## config.mk

```make
export PLATFORM = sky130hd
export DESIGN_NAME = rcs_regs
export DESIGN_NICKNAME = d
export VERILOG_FILES = /design/src/rtl/rcs_pkg.sv /design/src/rtl/rcs_regs.sv
export VERILOG_INCLUDE_DIRS = /design/src /design/src/rtl
export SDC_FILE = /design/constraint.sdc
export NUM_CORES = 1
export LEC_CHECK = 0
export BUFFER_PORTS_ARGS = -buffer_cell sky130_fd_sc_hd__buf_2
export CORE_AREA = 2 2 73 128
export DETAILED_ROUTE_END_ITERATION = 7
export DIE_AREA = 0 0 75 130
export GPL_TIMING_DRIVEN = 0
export PLACE_DENSITY_LB_ADDON = 0.05
export SLEW_MARGIN = 10
export SYNTH_ARGS = -nofsm -noshare
export SYNTH_HDL_FRONTEND = slang
export SYNTH_SLANG_ARGS = --single-unit
export TNS_END_PERCENT = 5
```

## constraint.sdc

```tcl
create_clock -name clk_sys -period 3.62 [get_ports clk_sys]
set_clock_uncertainty 0.15 [all_clocks]
set_input_delay 0.724 -clock clk_sys [delete_from_list [all_inputs] [get_ports clk_sys]]
set_output_delay 0.724 -clock clk_sys [all_outputs]
set_load 0.005 [all_outputs]
```

## src/rtl/rcs_defines.svh

```systemverilog
// register offsets, field positions and reset values of the rtc control bank
`ifndef RCS_DEFINES_SVH
`define RCS_DEFINES_SVH

`define RCS_ADDR_W        5
`define RCS_OFS_CTRL1     5'h00
`define RCS_OFS_CTRL2     5'h01
`define RCS_OFS_CTRL3     5'h02
`define RCS_OFS_ST_MIN    5'h14
`define RCS_OFS_ST_HOUR   5'h15
`define RCS_OFS_ST_DAY    5'h16
`define RCS_OFS_ST_MON    5'h17
`define RCS_OFS_ST_YEAR   5'h18
`define RCS_OFS_AGE       5'h19
`define RCS_OFS_PTR_HI    5'h1a
`define RCS_OFS_PTR_LO    5'h1b
`define RCS_OFS_SRAM_WR   5'h1c
`define RCS_OFS_SRAM_RD   5'h1d

// control one
`define RCS_C1_EXT        7
`define RCS_C1_STOP       5
`define RCS_C1_TMID       4
`define RCS_C1_RESET_OVERRIDE_FACILITY       3
`define RCS_C1_H12        2
`define RCS_C1_MIN_IE     1
`define RCS_C1_SEC_IE     0
// control two
`define RCS_C2_TICK       7
`define RCS_C2_WDOG       6
`define RCS_C2_TGND       5
`define RCS_C2_ALARM      4
`define RCS_C2_CDOWN      3
`define RCS_C2_TAMP_IE    2
`define RCS_C2_ALARM_IE   1
`define RCS_C2_CDOWN_IE   0
// control three
`define RCS_C3_PWR_HI     7
`define RCS_C3_PWR_LO     5
`define RCS_C3_STAMP_EN   4
`define RCS_C3_SWOVR      3
`define RCS_C3_BATLOW     2
`define RCS_C3_SWOVR_IE   1
`define RCS_C3_BATLOW_IE  0

`define RCS_AGE_RESET     4'h8
`define RCS_AGE_MSB       3
`define RCS_AGE_LSB       0
`define RCS_PTR_TOP       0
`define RCS_ZERO8         8'h00

`endif

```

## src/rtl/rcs_pkg.sv

```systemverilog
// types shared by the rtc control bank
package rcs_pkg;

	// register access request from the serial front end
	typedef struct packed {
		logic       wr;
		logic       rd;
		logic [4:0] addr;
		logic [7:0] wdata;
	} rcs_req_t;

	// events raised by the timekeeping and power engines
	typedef struct packed {
		logic tick;
		logic watchdog;
		logic tamper_mid;
		logic tamper_gnd;
		logic alarm;
		logic countdown;
		logic switchover;
		logic battery_low;
	} rcs_evt_t;

	// captured time for the stamp registers
	typedef struct packed {
		logic [6:0] minutes;
		logic [5:0] hours;
		logic [5:0] day;
		logic [4:0] month;
		logic [7:0] year;
	} rcs_stamp_t;

	// settings that steer the rest of the device
	typedef struct packed {
		logic       ext_clock_check_mode;
		logic       clock_stop;
		logic       power_on_reset_override;
		logic       hour_12_mode;
		logic       once_per_60s_irq_en;
		logic       once_per_1s_irq_en;
		logic [2:0] power_management_select;
		logic [3:0] aging_correction;
		logic [8:0] sram_pointer;
	} rcs_cfg_t;

endpackage : rcs_pkg

```

## src/rtl/rcs_regs.sv

```systemverilog
// rtc control and status register bank
//
// Function
// - unimplemented bit positions always read back as zero
// - bits undefined at power-on are never touched by reset
// - thirteen byte registers; offsets 00h to 02h are control and status
// - control one bit 7 selects normal or external clock test mode
// - stop bit halts timekeeping and clears divider chain; clock out stays
// - tamper mid-level flag sets on mid input, holds until host clears
// - control one bit 3 enables the power-on reset override facility
// - control one bit 2 picks 24-hour (0) or 12-hour (1) counting
// - control one bits 1 and 0 enable minute and second interrupts
// - periodic tick flag sets on minute or second interrupt, holds
// - watchdog flag sets on watchdog event; host writes never clear it
// - tamper ground flag sets on grounded tamper input, holds till clear
// - alarm flag sets on alarm, holds until cleared, clearing drops irq
// - countdown flag sets on countdown interrupt, holds until cleared
// - control two bits 2..0 gate tamper, alarm and countdown interrupts
// - control three bits 7..5 select power management behaviour
// - switchover stamp enable captures a timestamp on each switchover
// - switchover flag sets on switchover, holds until host clears it
// - battery low flag follows battery state; writes cannot clear it
// - control three bits 1 and 0 enable switchover and low battery irq
`timescale 1ns/1ps
`include "rcs_defines.svh"

module rcs_regs #(
	parameter int ADDR_W = `RCS_ADDR_W
) (
	input  wire logic                clk_sys,
	input  wire logic                resetn,
	input  wire rcs_pkg::rcs_req_t   req,
	input  wire rcs_pkg::rcs_evt_t   evt,
	input  wire rcs_pkg::rcs_stamp_t now_time,
	input  wire logic [7:0]          sram_rdata,
	output logic [7:0]               rdata,
	output logic                     irq,
	output logic                     divider_clear,
	output logic                     stamp_taken,
	output logic                     sram_wr_strobe,
	output logic                     sram_rd_strobe,
	output logic [7:0]               sram_wdata,
	output rcs_pkg::rcs_cfg_t        cfg
);
	import rcs_pkg::*;

	// control one fields
	logic       ext_clock_check_mode;
	logic       clock_stop;
	logic       tamper_mid_level_flag;
	logic       power_on_reset_override;
	logic       hour_12_mode;
	logic       once_per_60s_irq_en;
	logic       once_per_1s_irq_en;
	// control two fields
	logic       periodic_tick_flag;
	logic       watchdog_flag;
	logic       tamper_ground_flag;
	logic       alarm_flag;
	logic       countdown_flag;
	logic       tamper_irq_en;
	logic       alarm_irq_en;
	logic       countdown_irq_en;
	// control three fields
	logic [2:0] power_management_select;
	logic       switchover_stamp_en;
	logic       battery_switchover_flag;
	logic       battery_low_flag;
	logic       switchover_irq_en;
	logic       low_battery_irq_en;
	// other registers
	logic [3:0] aging_correction;
	logic       sram_pointer_top_bit;
	logic [7:0] sram_pointer_low;
	rcs_stamp_t stamp;
	logic [7:0] next_rdata;
	logic       next_irq;

	// true when the host writes the given offset
	function automatic logic wr_hit(input rcs_req_t r,
	                                input logic [4:0] ofs);
		return r.wr && (r.addr == ofs);
	endfunction : wr_hit

	// flag update: set wins over a write-zero clear
	function automatic logic flag_next(input logic cur, input logic set,
	                                   input logic clr_wr,
	                                   input logic wbit);
		return set | (cur & ~(clr_wr & ~wbit));
	endfunction : flag_next

	// control one settings
	always_ff @(posedge clk_sys) begin
		if (!resetn) begin
			ext_clock_check_mode    <= 1'b0;
			clock_stop              <= 1'b0;
			power_on_reset_override <= 1'b0;
			hour_12_mode            <= 1'b0;
			once_per_60s_irq_en     <= 1'b0;
			once_per_1s_irq_en      <= 1'b0;
		end else if (wr_hit(req, `RCS_OFS_CTRL1)) begin
			// reserved bit 6 is not stored
			ext_clock_check_mode    <= req.wdata[`RCS_C1_EXT];
			clock_stop              <= req.wdata[`RCS_C1_STOP];
			power_on_reset_override <= req.wdata[`RCS_C1_RESET_OVERRIDE_FACILITY];
			hour_12_mode            <= req.wdata[`RCS_C1_H12];
			once_per_60s_irq_en     <= req.wdata[`RCS_C1_MIN_IE];
			once_per_1s_irq_en      <= req.wdata[`RCS_C1_SEC_IE];
		end
	end

	// divider chain held cleared while stopped; clock output path unaffected
	always_ff @(posedge clk_sys) begin
		if (!resetn) begin
			divider_clear <= 1'b0;
		end else begin
			divider_clear <= wr_hit(req, `RCS_OFS_CTRL1) ?
			                 req.wdata[`RCS_C1_STOP] : clock_stop;
		end
	end

	// tamper mid-level flag in control one
	always_ff @(posedge clk_sys) begin
		if (!resetn) begin
			tamper_mid_level_flag <= 1'b0;
		end else begin
			tamper_mid_level_flag <= flag_next(tamper_mid_level_flag,
				evt.tamper_mid, wr_hit(req, `RCS_OFS_CTRL1),
				req.wdata[`RCS_C1_TMID]);
		end
	end

	// control two event flags; an event in the clearing cycle survives
	// a read-modify-write that writes ones leaves new events alone
	always_ff @(posedge clk_sys) begin
		if (!resetn) begin
			periodic_tick_flag <= 1'b0;
			tamper_ground_flag <= 1'b0;
			alarm_flag         <= 1'b0;
			countdown_flag     <= 1'b0;
		end else begin
			periodic_tick_flag <= flag_next(periodic_tick_flag,
				evt.tick & (once_per_60s_irq_en | once_per_1s_irq_en),
				wr_hit(req, `RCS_OFS_CTRL2),
				req.wdata[`RCS_C2_TICK]);
			tamper_ground_flag <= flag_next(tamper_ground_flag,
				evt.tamper_gnd, wr_hit(req, `RCS_OFS_CTRL2),
				req.wdata[`RCS_C2_TGND]);
			alarm_flag <= flag_next(alarm_flag, evt.alarm,
				wr_hit(req, `RCS_OFS_CTRL2),
				req.wdata[`RCS_C2_ALARM]);
			countdown_flag <= flag_next(countdown_flag, evt.countdown,
				wr_hit(req, `RCS_OFS_CTRL2),
				req.wdata[`RCS_C2_CDOWN]);
		end
	end

	// switchover flag in control three
	always_ff @(posedge clk_sys) begin
		if (!resetn) begin
			battery_switchover_flag <= 1'b0;
		end else begin
			battery_switchover_flag <= flag_next(battery_switchover_flag,
				evt.switchover, wr_hit(req, `RCS_OFS_CTRL3),
				req.wdata[`RCS_C3_SWOVR]);
		end
	end

	// watchdog flag: only reset clears it, host writes never reach it
	always_ff @(posedge clk_sys) begin
		if (!resetn)
			watchdog_flag <= 1'b0;
		else
			watchdog_flag <= watchdog_flag | evt.watchdog;
	end

	// battery low tracks its detector; a write cannot hide a low battery
	always_ff @(posedge clk_sys) begin
		if (!resetn)
			battery_low_flag <= 1'b0;
		else
			battery_low_flag <= evt.battery_low;
	end

	// control two interrupt enables
	always_ff @(posedge clk_sys) begin
		if (!resetn) begin
			tamper_irq_en    <= 1'b0;
			alarm_irq_en     <= 1'b0;
			countdown_irq_en <= 1'b0;
		end else if (wr_hit(req, `RCS_OFS_CTRL2)) begin
			tamper_irq_en    <= req.wdata[`RCS_C2_TAMP_IE];
			alarm_irq_en     <= req.wdata[`RCS_C2_ALARM_IE];
			countdown_irq_en <= req.wdata[`RCS_C2_CDOWN_IE];
		end
	end

	// control three power selection and enables
	always_ff @(posedge clk_sys) begin
		if (!resetn) begin
			power_management_select <= 3'h0;
			switchover_stamp_en     <= 1'b0;
			switchover_irq_en       <= 1'b0;
			low_battery_irq_en      <= 1'b0;
		end else if (wr_hit(req, `RCS_OFS_CTRL3)) begin
			power_management_select <=
				req.wdata[`RCS_C3_PWR_HI:`RCS_C3_PWR_LO];
			switchover_stamp_en <= req.wdata[`RCS_C3_STAMP_EN];
			switchover_irq_en   <= req.wdata[`RCS_C3_SWOVR_IE];
			low_battery_irq_en  <= req.wdata[`RCS_C3_BATLOW_IE];
		end
	end

	// aging trim, default is the no-correction midpoint
	always_ff @(posedge clk_sys) begin
		if (!resetn)
			aging_correction <= `RCS_AGE_RESET;
		else if (wr_hit(req, `RCS_OFS_AGE))
			aging_correction <= req.wdata[`RCS_AGE_MSB:`RCS_AGE_LSB];
	end

	// sram pointer; no auto-increment here, the sram engine owns that
	always_ff @(posedge clk_sys) begin
		if (!resetn) begin
			sram_pointer_top_bit <= 1'b0;
			sram_pointer_low     <= `RCS_ZERO8;
		end else begin
			if (wr_hit(req, `RCS_OFS_PTR_HI))
				sram_pointer_top_bit <= req.wdata[`RCS_PTR_TOP];
			if (wr_hit(req, `RCS_OFS_PTR_LO))
				sram_pointer_low <= req.wdata;
		end
	end

	// timestamp capture; undefined at power-on, so no reset branch
	// a stamp survives reset so a switchover record is not lost
	always_ff @(posedge clk_sys) begin
		if (evt.switchover && switchover_stamp_en)
			stamp <= now_time;
	end

	// capture notice after a timestamp
	always_ff @(posedge clk_sys) begin
		if (!resetn)
			stamp_taken <= 1'b0;
		else
			stamp_taken <= evt.switchover & switchover_stamp_en;
	end

	// sram port strobes, one cycle each
	always_ff @(posedge clk_sys) begin
		if (!resetn) begin
			sram_wr_strobe <= 1'b0;
			sram_rd_strobe <= 1'b0;
		end else begin
			sram_wr_strobe <= wr_hit(req, `RCS_OFS_SRAM_WR);
			sram_rd_strobe <= req.rd && (req.addr == `RCS_OFS_SRAM_RD);
		end
	end

	// write port data is undefined at power-on, so reset leaves it alone
	always_ff @(posedge clk_sys) begin
		if (wr_hit(req, `RCS_OFS_SRAM_WR))
			sram_wdata <= req.wdata;
	end

	// interrupt request from enabled flags and the ungated periodic tick flag
	always_comb begin
		next_irq = (periodic_tick_flag) |
			(tamper_irq_en & (tamper_mid_level_flag | tamper_ground_flag)) |
			(alarm_irq_en & alarm_flag) |
			(countdown_irq_en & countdown_flag) |
			(switchover_irq_en & battery_switchover_flag) |
			(low_battery_irq_en & battery_low_flag);
	end

	// registered so the pin sees a glitch-free level
	always_ff @(posedge clk_sys) begin
		if (!resetn)
			irq <= 1'b0;
		else
			irq <= next_irq;
	end

	// read mux; unused positions and unmapped addresses read zero
	// stamp registers read whatever the last capture left
	always_comb begin
		next_rdata = `RCS_ZERO8;
		unique case (req.addr)
			`RCS_OFS_CTRL1:   next_rdata = {ext_clock_check_mode, 1'b0,
				clock_stop, tamper_mid_level_flag, power_on_reset_override,
				hour_12_mode, once_per_60s_irq_en,
				once_per_1s_irq_en};
			`RCS_OFS_CTRL2:   next_rdata = {periodic_tick_flag, watchdog_flag,
				tamper_ground_flag, alarm_flag, countdown_flag,
				tamper_irq_en, alarm_irq_en, countdown_irq_en};
			`RCS_OFS_CTRL3:   next_rdata = {power_management_select,
				switchover_stamp_en, battery_switchover_flag,
				battery_low_flag, switchover_irq_en, low_battery_irq_en};
			`RCS_OFS_ST_MIN:  next_rdata = {1'b0, stamp.minutes};
			`RCS_OFS_ST_HOUR: next_rdata = {2'h0, stamp.hours};
			`RCS_OFS_ST_DAY:  next_rdata = {2'h0, stamp.day};
			`RCS_OFS_ST_MON:  next_rdata = {3'h0, stamp.month};
			`RCS_OFS_ST_YEAR: next_rdata = stamp.year;
			`RCS_OFS_AGE:     next_rdata = {4'h0, aging_correction};
			`RCS_OFS_PTR_HI:  next_rdata = {7'h00, sram_pointer_top_bit};
			`RCS_OFS_PTR_LO:  next_rdata = sram_pointer_low;
			`RCS_OFS_SRAM_RD: next_rdata = sram_rdata;
			default:          next_rdata = `RCS_ZERO8;
		endcase
	end

	// registered read data, one cycle after the address is presented
	always_ff @(posedge clk_sys) begin
		if (!resetn)
			rdata <= `RCS_ZERO8;
		else if (req.rd)
			rdata <= next_rdata;
	end

	// settings presented to the rest of the device
	// a cycle behind the registers, which costs nothing at this rate
	always_ff @(posedge clk_sys) begin
		if (!resetn) begin
			cfg <= '0;
		end else begin
			cfg.ext_clock_check_mode    <= ext_clock_check_mode;
			cfg.clock_stop              <= clock_stop;
			cfg.power_on_reset_override <= power_on_reset_override;
			cfg.hour_12_mode            <= hour_12_mode;
			cfg.once_per_60s_irq_en     <= once_per_60s_irq_en;
			cfg.once_per_1s_irq_en      <= once_per_1s_irq_en;
			cfg.power_management_select <= power_management_select;
			cfg.aging_correction        <= aging_correction;
			cfg.sram_pointer <= {sram_pointer_top_bit, sram_pointer_low};
		end
	end

endmodule : rcs_regs

```

# Yosys cells after proc, flatten, opt, wreduce, memory -nomap -nowiden
# Cells that the tools add are included.
# classes
n_reduce_logical	10
n_mux	1
bitwise	43
eq_ne	12
# op_table
cell	n
one-hot mux 8 bit (12 select lines)	1
== test 5 bit (second input constant)	10
bitwise AND 1 bit	19
bitwise OR 1 bit	14
NOT 1 bit	10
logical AND 1 bit	9
== test 5 x 1 -> 1 bit (second input constant)	1
== test 5 x 2 -> 1 bit (second input constant)	1
zero test 5 bit	1
# word_totals
reg_bits	110
output_inout_bits	43

# Depth between registers and ports, before layout
# logic_depth
word_depth	7
mapped_depth	7

# Least setup slack after synthesis
# Ideal clock, no wire load.
# synth_timing
kind	input-to-reg
from	input port evt[1] (netlist bit)
to	register stamp[0] (netlist bit) (enable)
path_slack_ns	1.559
t_required_ns	3.078
n_path_buf	0
t_arrival_ns	1.519
stages	1
setup_time_ns	0.392
path_cell_list	and2_1
# synth_between
elab_chain_len	1
# synth_lines
element	line_no	text
start: declaration	rcs_regs.sv:33	input wire rcs_pkg::rcs_evt_t evt,
logical AND 1 bit	rcs_regs.sv:238	if (evt.switchover && switchover_stamp_en)
end signal: assignment	rcs_regs.sv:239	stamp <= now_time;
end: declaration	rcs_regs.sv:75	rcs_stamp_t stamp;
# Every way passes these cells.
# A chain may end at the register's enable or synchronous reset.

# Final worst setup path
# layout_timing
from	input port req[9] (netlist bit)
to	register sram_wdata[1] (enable)
# layout_between
elab_chain_len	2
# layout_lines
element	line_no	text
start: declaration	rcs_regs.sv:32	input wire rcs_pkg::rcs_req_t req,
== test 5 bit	rcs_regs.sv:82	return r.wr && (r.addr == ofs);
logical AND 1 bit	rcs_regs.sv:82	
end signal: assignment	rcs_regs.sv:264	sram_wdata <= req.wdata;
end: declaration	rcs_regs.sv:42	output logic [7:0] sram_wdata,
# Every way passes these cells.

==> impl_metrics.csv <==
group,metric,value,unit
outcome,status,"finished, final reports clean",
global_routing,overflow,0,
synthesis,syn-mean-instance-area,11.0,µm²
detailed_routing,vias_per_cell,5.43,
global_routing,use_met1,0.293,
placement,place_inst,611,
power_and_ir_drop,internal_power,1.86,mW
synthesis,synth_edf_count,40,
synthesis,syn_inst,387,
critical_path,crit_required,3.47,ns
critical_path,critPathSlowestCell,"nor2_1",
layout,finalNetCount,567,
sta,rsz0062_at_grt,"false",
placement,routabilityCongestion,0.927,
layout,final_util,0.594,
synthesis,yosysWarningCount,0,
detailed_routing,antenna_left,0,
power_and_ir_drop,p_leak,2.06,nW
clocking,cts.sinks,110,
synthesis,synth_top_area_share,0.328,
sta,worstMarginPinSlew,0.711,ns
synthesis,postSynth.topFlopCell,"dfxtp_1",
sta,worst_slew_margin_rel,0.524,
clocking,clockRootBuffer,"clkbuf_16",
global_routing,grt_use_met2,0.416,
power_and_ir_drop,switching_power,0.547,mW
synthesis,async_reset_ff_frac,0,
sta,setup_tns,0,ns
critical_path,max_stage_delay,0.57,ns
critical_path,critPathKind,"input port to register",
critical_path,critPathLaunchType,"input port",
layout,drive_gt1_frac,0.284,
layout,stdcell_count,627,
sta,layout_setup_ws,1.47,ns
synthesis,syn_nets,452,
hold_path,hold_depth,2,
hold_path,worstHoldPathType,"register to register",
sta,max_freq,465,MHz
global_routing,grt_usage,0.249,
detailed_routing,vias,3404,
synthesis,yosys_register_bits,110,
detailed_routing,routed_wl,11.4,mm
power_and_ir_drop,seqPwrFrac,0.541,
clocking,cts_max_path_buffers,2,
power_and_ir_drop,p_comb_frac,0.061,
detailed_routing,dr.pass1.iters,5,
global_routing,grtUsageMet3,0.0556,
global_routing,grt_pass1_vias,3264,
power_and_ir_drop,total_power,2.40,mW
critical_path,cp_max_fo,10,
floorplanning,num_rows,46,
clocking,numCtsBuffers,9,
flow_run,maxCapViolations,0,
floorplanning,start_util,0.485,
clocking,cts_tree,"built",
critical_path,cp_num_buf_inv,1,
power_and_ir_drop,switching_share,0.228,
detailed_routing,first_iter_violations,233,
placement,pre_cts_ws,1.10,ns
synthesis,yosys-top-cells-area,"dfxtp_1, edfxtp_1, a21oi_1, and2_1, mux2i_1",
critical_path,critPathArrivalTime,2.01,ns
synthesis,yosysSeqAreaShare,0.609,
layout,n_antenna_cell,0,
power_and_ir_drop,clkPwrFrac,0.398,
power_and_ir_drop,power.density,460,mW/mm²
synthesis,yosysUniqueCellTypes,48,
floorplanning,fp.dieArea,0.00975,mm²
layout,seq_area,0.00260,mm²
clocking,clkLatencyLatePin,0.36,ns
clocking,htree_levels,3,
synthesis,yosysTopAreaCell,"dfxtp_1",
layout,nFillCells,798,
sta,final.period_utilization,0.595,
floorplanning,core_area,0.00881,mm²
placement,place.port_buffers,104,
critical_path,cp_num_cells,3,
global_routing,grt_max_degree,33,
detailed_routing,wl_per_cell,18.1,µm
clocking,hold_buffers,0,
layout,area_growth_syn_to_layout,22.4,%
sta,maxSlewViolCount,0,
floorplanning,io_pins,108,
layout,design_area,0.00523,mm²
clocking,clk_pin_slew,0.07,ns
critical_path,crit_chain,"buf_4 > nor2_1 > and3_1",
critical_path,reg2reg_depth,5,
sta,hold_violations,0,
global_routing,grt_pass1_wl,17.4,mm
sta,finalSetupViolCount,0,
clocking,cts_setup_buffers,0,
sta,post-route-min-period,2.15,ns
power_and_ir_drop,ir_worst_vdd,0.000263,V
placement,post_dp_cell_area,0.00494,mm²
critical_path,critPathTopFamily,"simple AND/OR/NAND/NOR gates",
detailed_routing,drc,0,
global_routing,antenna_found_initial,0,
floorplanning,dieHeight,130,µm
global_routing,top_usage_layer,"met2",
floorplanning,die_w,75,µm
clocking,cts_resized,0,
placement,dp_hpwl,8.48,mm
synthesis,synth_area,0.00427,mm²
critical_path,critPathCaptureType,"register",
sta,hold_slack,0.329,ns
layout,multi_input_area,0.00152,mm²
power by group through the flow:
stage,clock (mW),combinational [mW],sequential (mW)
2_1_floorplan,0,0.0705,1.32
3_3_place_gp,0,0.144,1.33
3_5_place_dp,0,0.146,1.33
4_1_cts,0.964,0.146,1.30
5_1_grt,1.02,0.158,1.30
6_report,0.958,0.147,1.30
cell usage after synthesis, types with 2 or more instances:
cell type and n:
dfxtp_1 70, edfxtp_1 40, a21oi_1 37, nand2_1 31, and2_1 27, o21ai_0 22, nand3_1 21, nor2_1 19
mux2i_1 13, a22oi_1 10, clkbuf_1 10, nor2b_1 9, a31oi_1 7, and3_1 7, buf_2 5, buf_4 5
inv_1 5, a221oi_1 4, a22o_1 3, a32o_1 3, buf_6 3, nand2b_1 3, a211o_1 2, a211oi_1 2
a222oi_1 2, and3b_1 2, nand4_1 2, nand4b_1 2, nor3_1 2
metal layers:
layer  part of all wire  vias to the layer above
met5                  0                        -
met1               0.40                     1606
met4              0.036                        0
met2               0.51                      136
met3              0.053                       30
li1                   -                     1632
sequential cells by signal, summed over array words and instances (netlist names), 3 cells and up:
signal	count
power_management_select	3
aging_correction	4
cfg	22
sram_pointer_low	8
stamp	32
sram_wdata	8
rdata	8
worst min-delay path, stage by stage (launching register included):
cell     delay [ns]
dfxtp_1        0.32
nand2_1        0.06
a21oi_1        0.05
worst paths after layout:
kind | start | endpoint | slack [ns]
hold / removal | ext_clock_check_mode | ext_clock_check_mode | 0.33
setup reg to reg | stamp[25] | rdata[0] | 1.82
setup / recovery | req[9] | sram_wdata[1] | 1.47
hold reg to reg | ext_clock_check_mode | ext_clock_check_mode | 0.33
cells in the final DEF, fill, tap and decap left out, types with 10 or more instances in the layout:
cell type    n
a21oi_1     37
nand2_1     31
a22oi_1     10
o21ai_0     22
clkbuf_1    11
buf_2      109
dfxtp_1     70
nand3_1     21
and2_1      26
mux2i_1     13
nor2_1      19
edfxtp_1    40
cells by family (layout without fill, tap and decap cells):
group | Yosys count | in the layout | share of synthesized area
and+or+nand+nor | 136 | 136 | 0.174
buffers and inverters | 29 | 149 | 0.0366
AOI/OAI and AO/OA | 99 | 99 | 0.150
DFF | 110 | 110 | 0.609
muxes | 13 | 13 | 0.0305
final cells by class:
| type | count | area share |
|---|---|---|
| clock buffer | 12 | 0.0490 |
| sequential | 110 | 0.498 |
| clock inverter | 4 | 0.00550 |
| inverter | 6 | 0.00431 |
| buffer | 23 | 0.0256 |
| multi-input combinational | 248 | 0.290 |
| timing repair buffer | 104 | 0.0995 |
| tap | 120 | 0.0287 |
(Power assumes the default switching activity.)
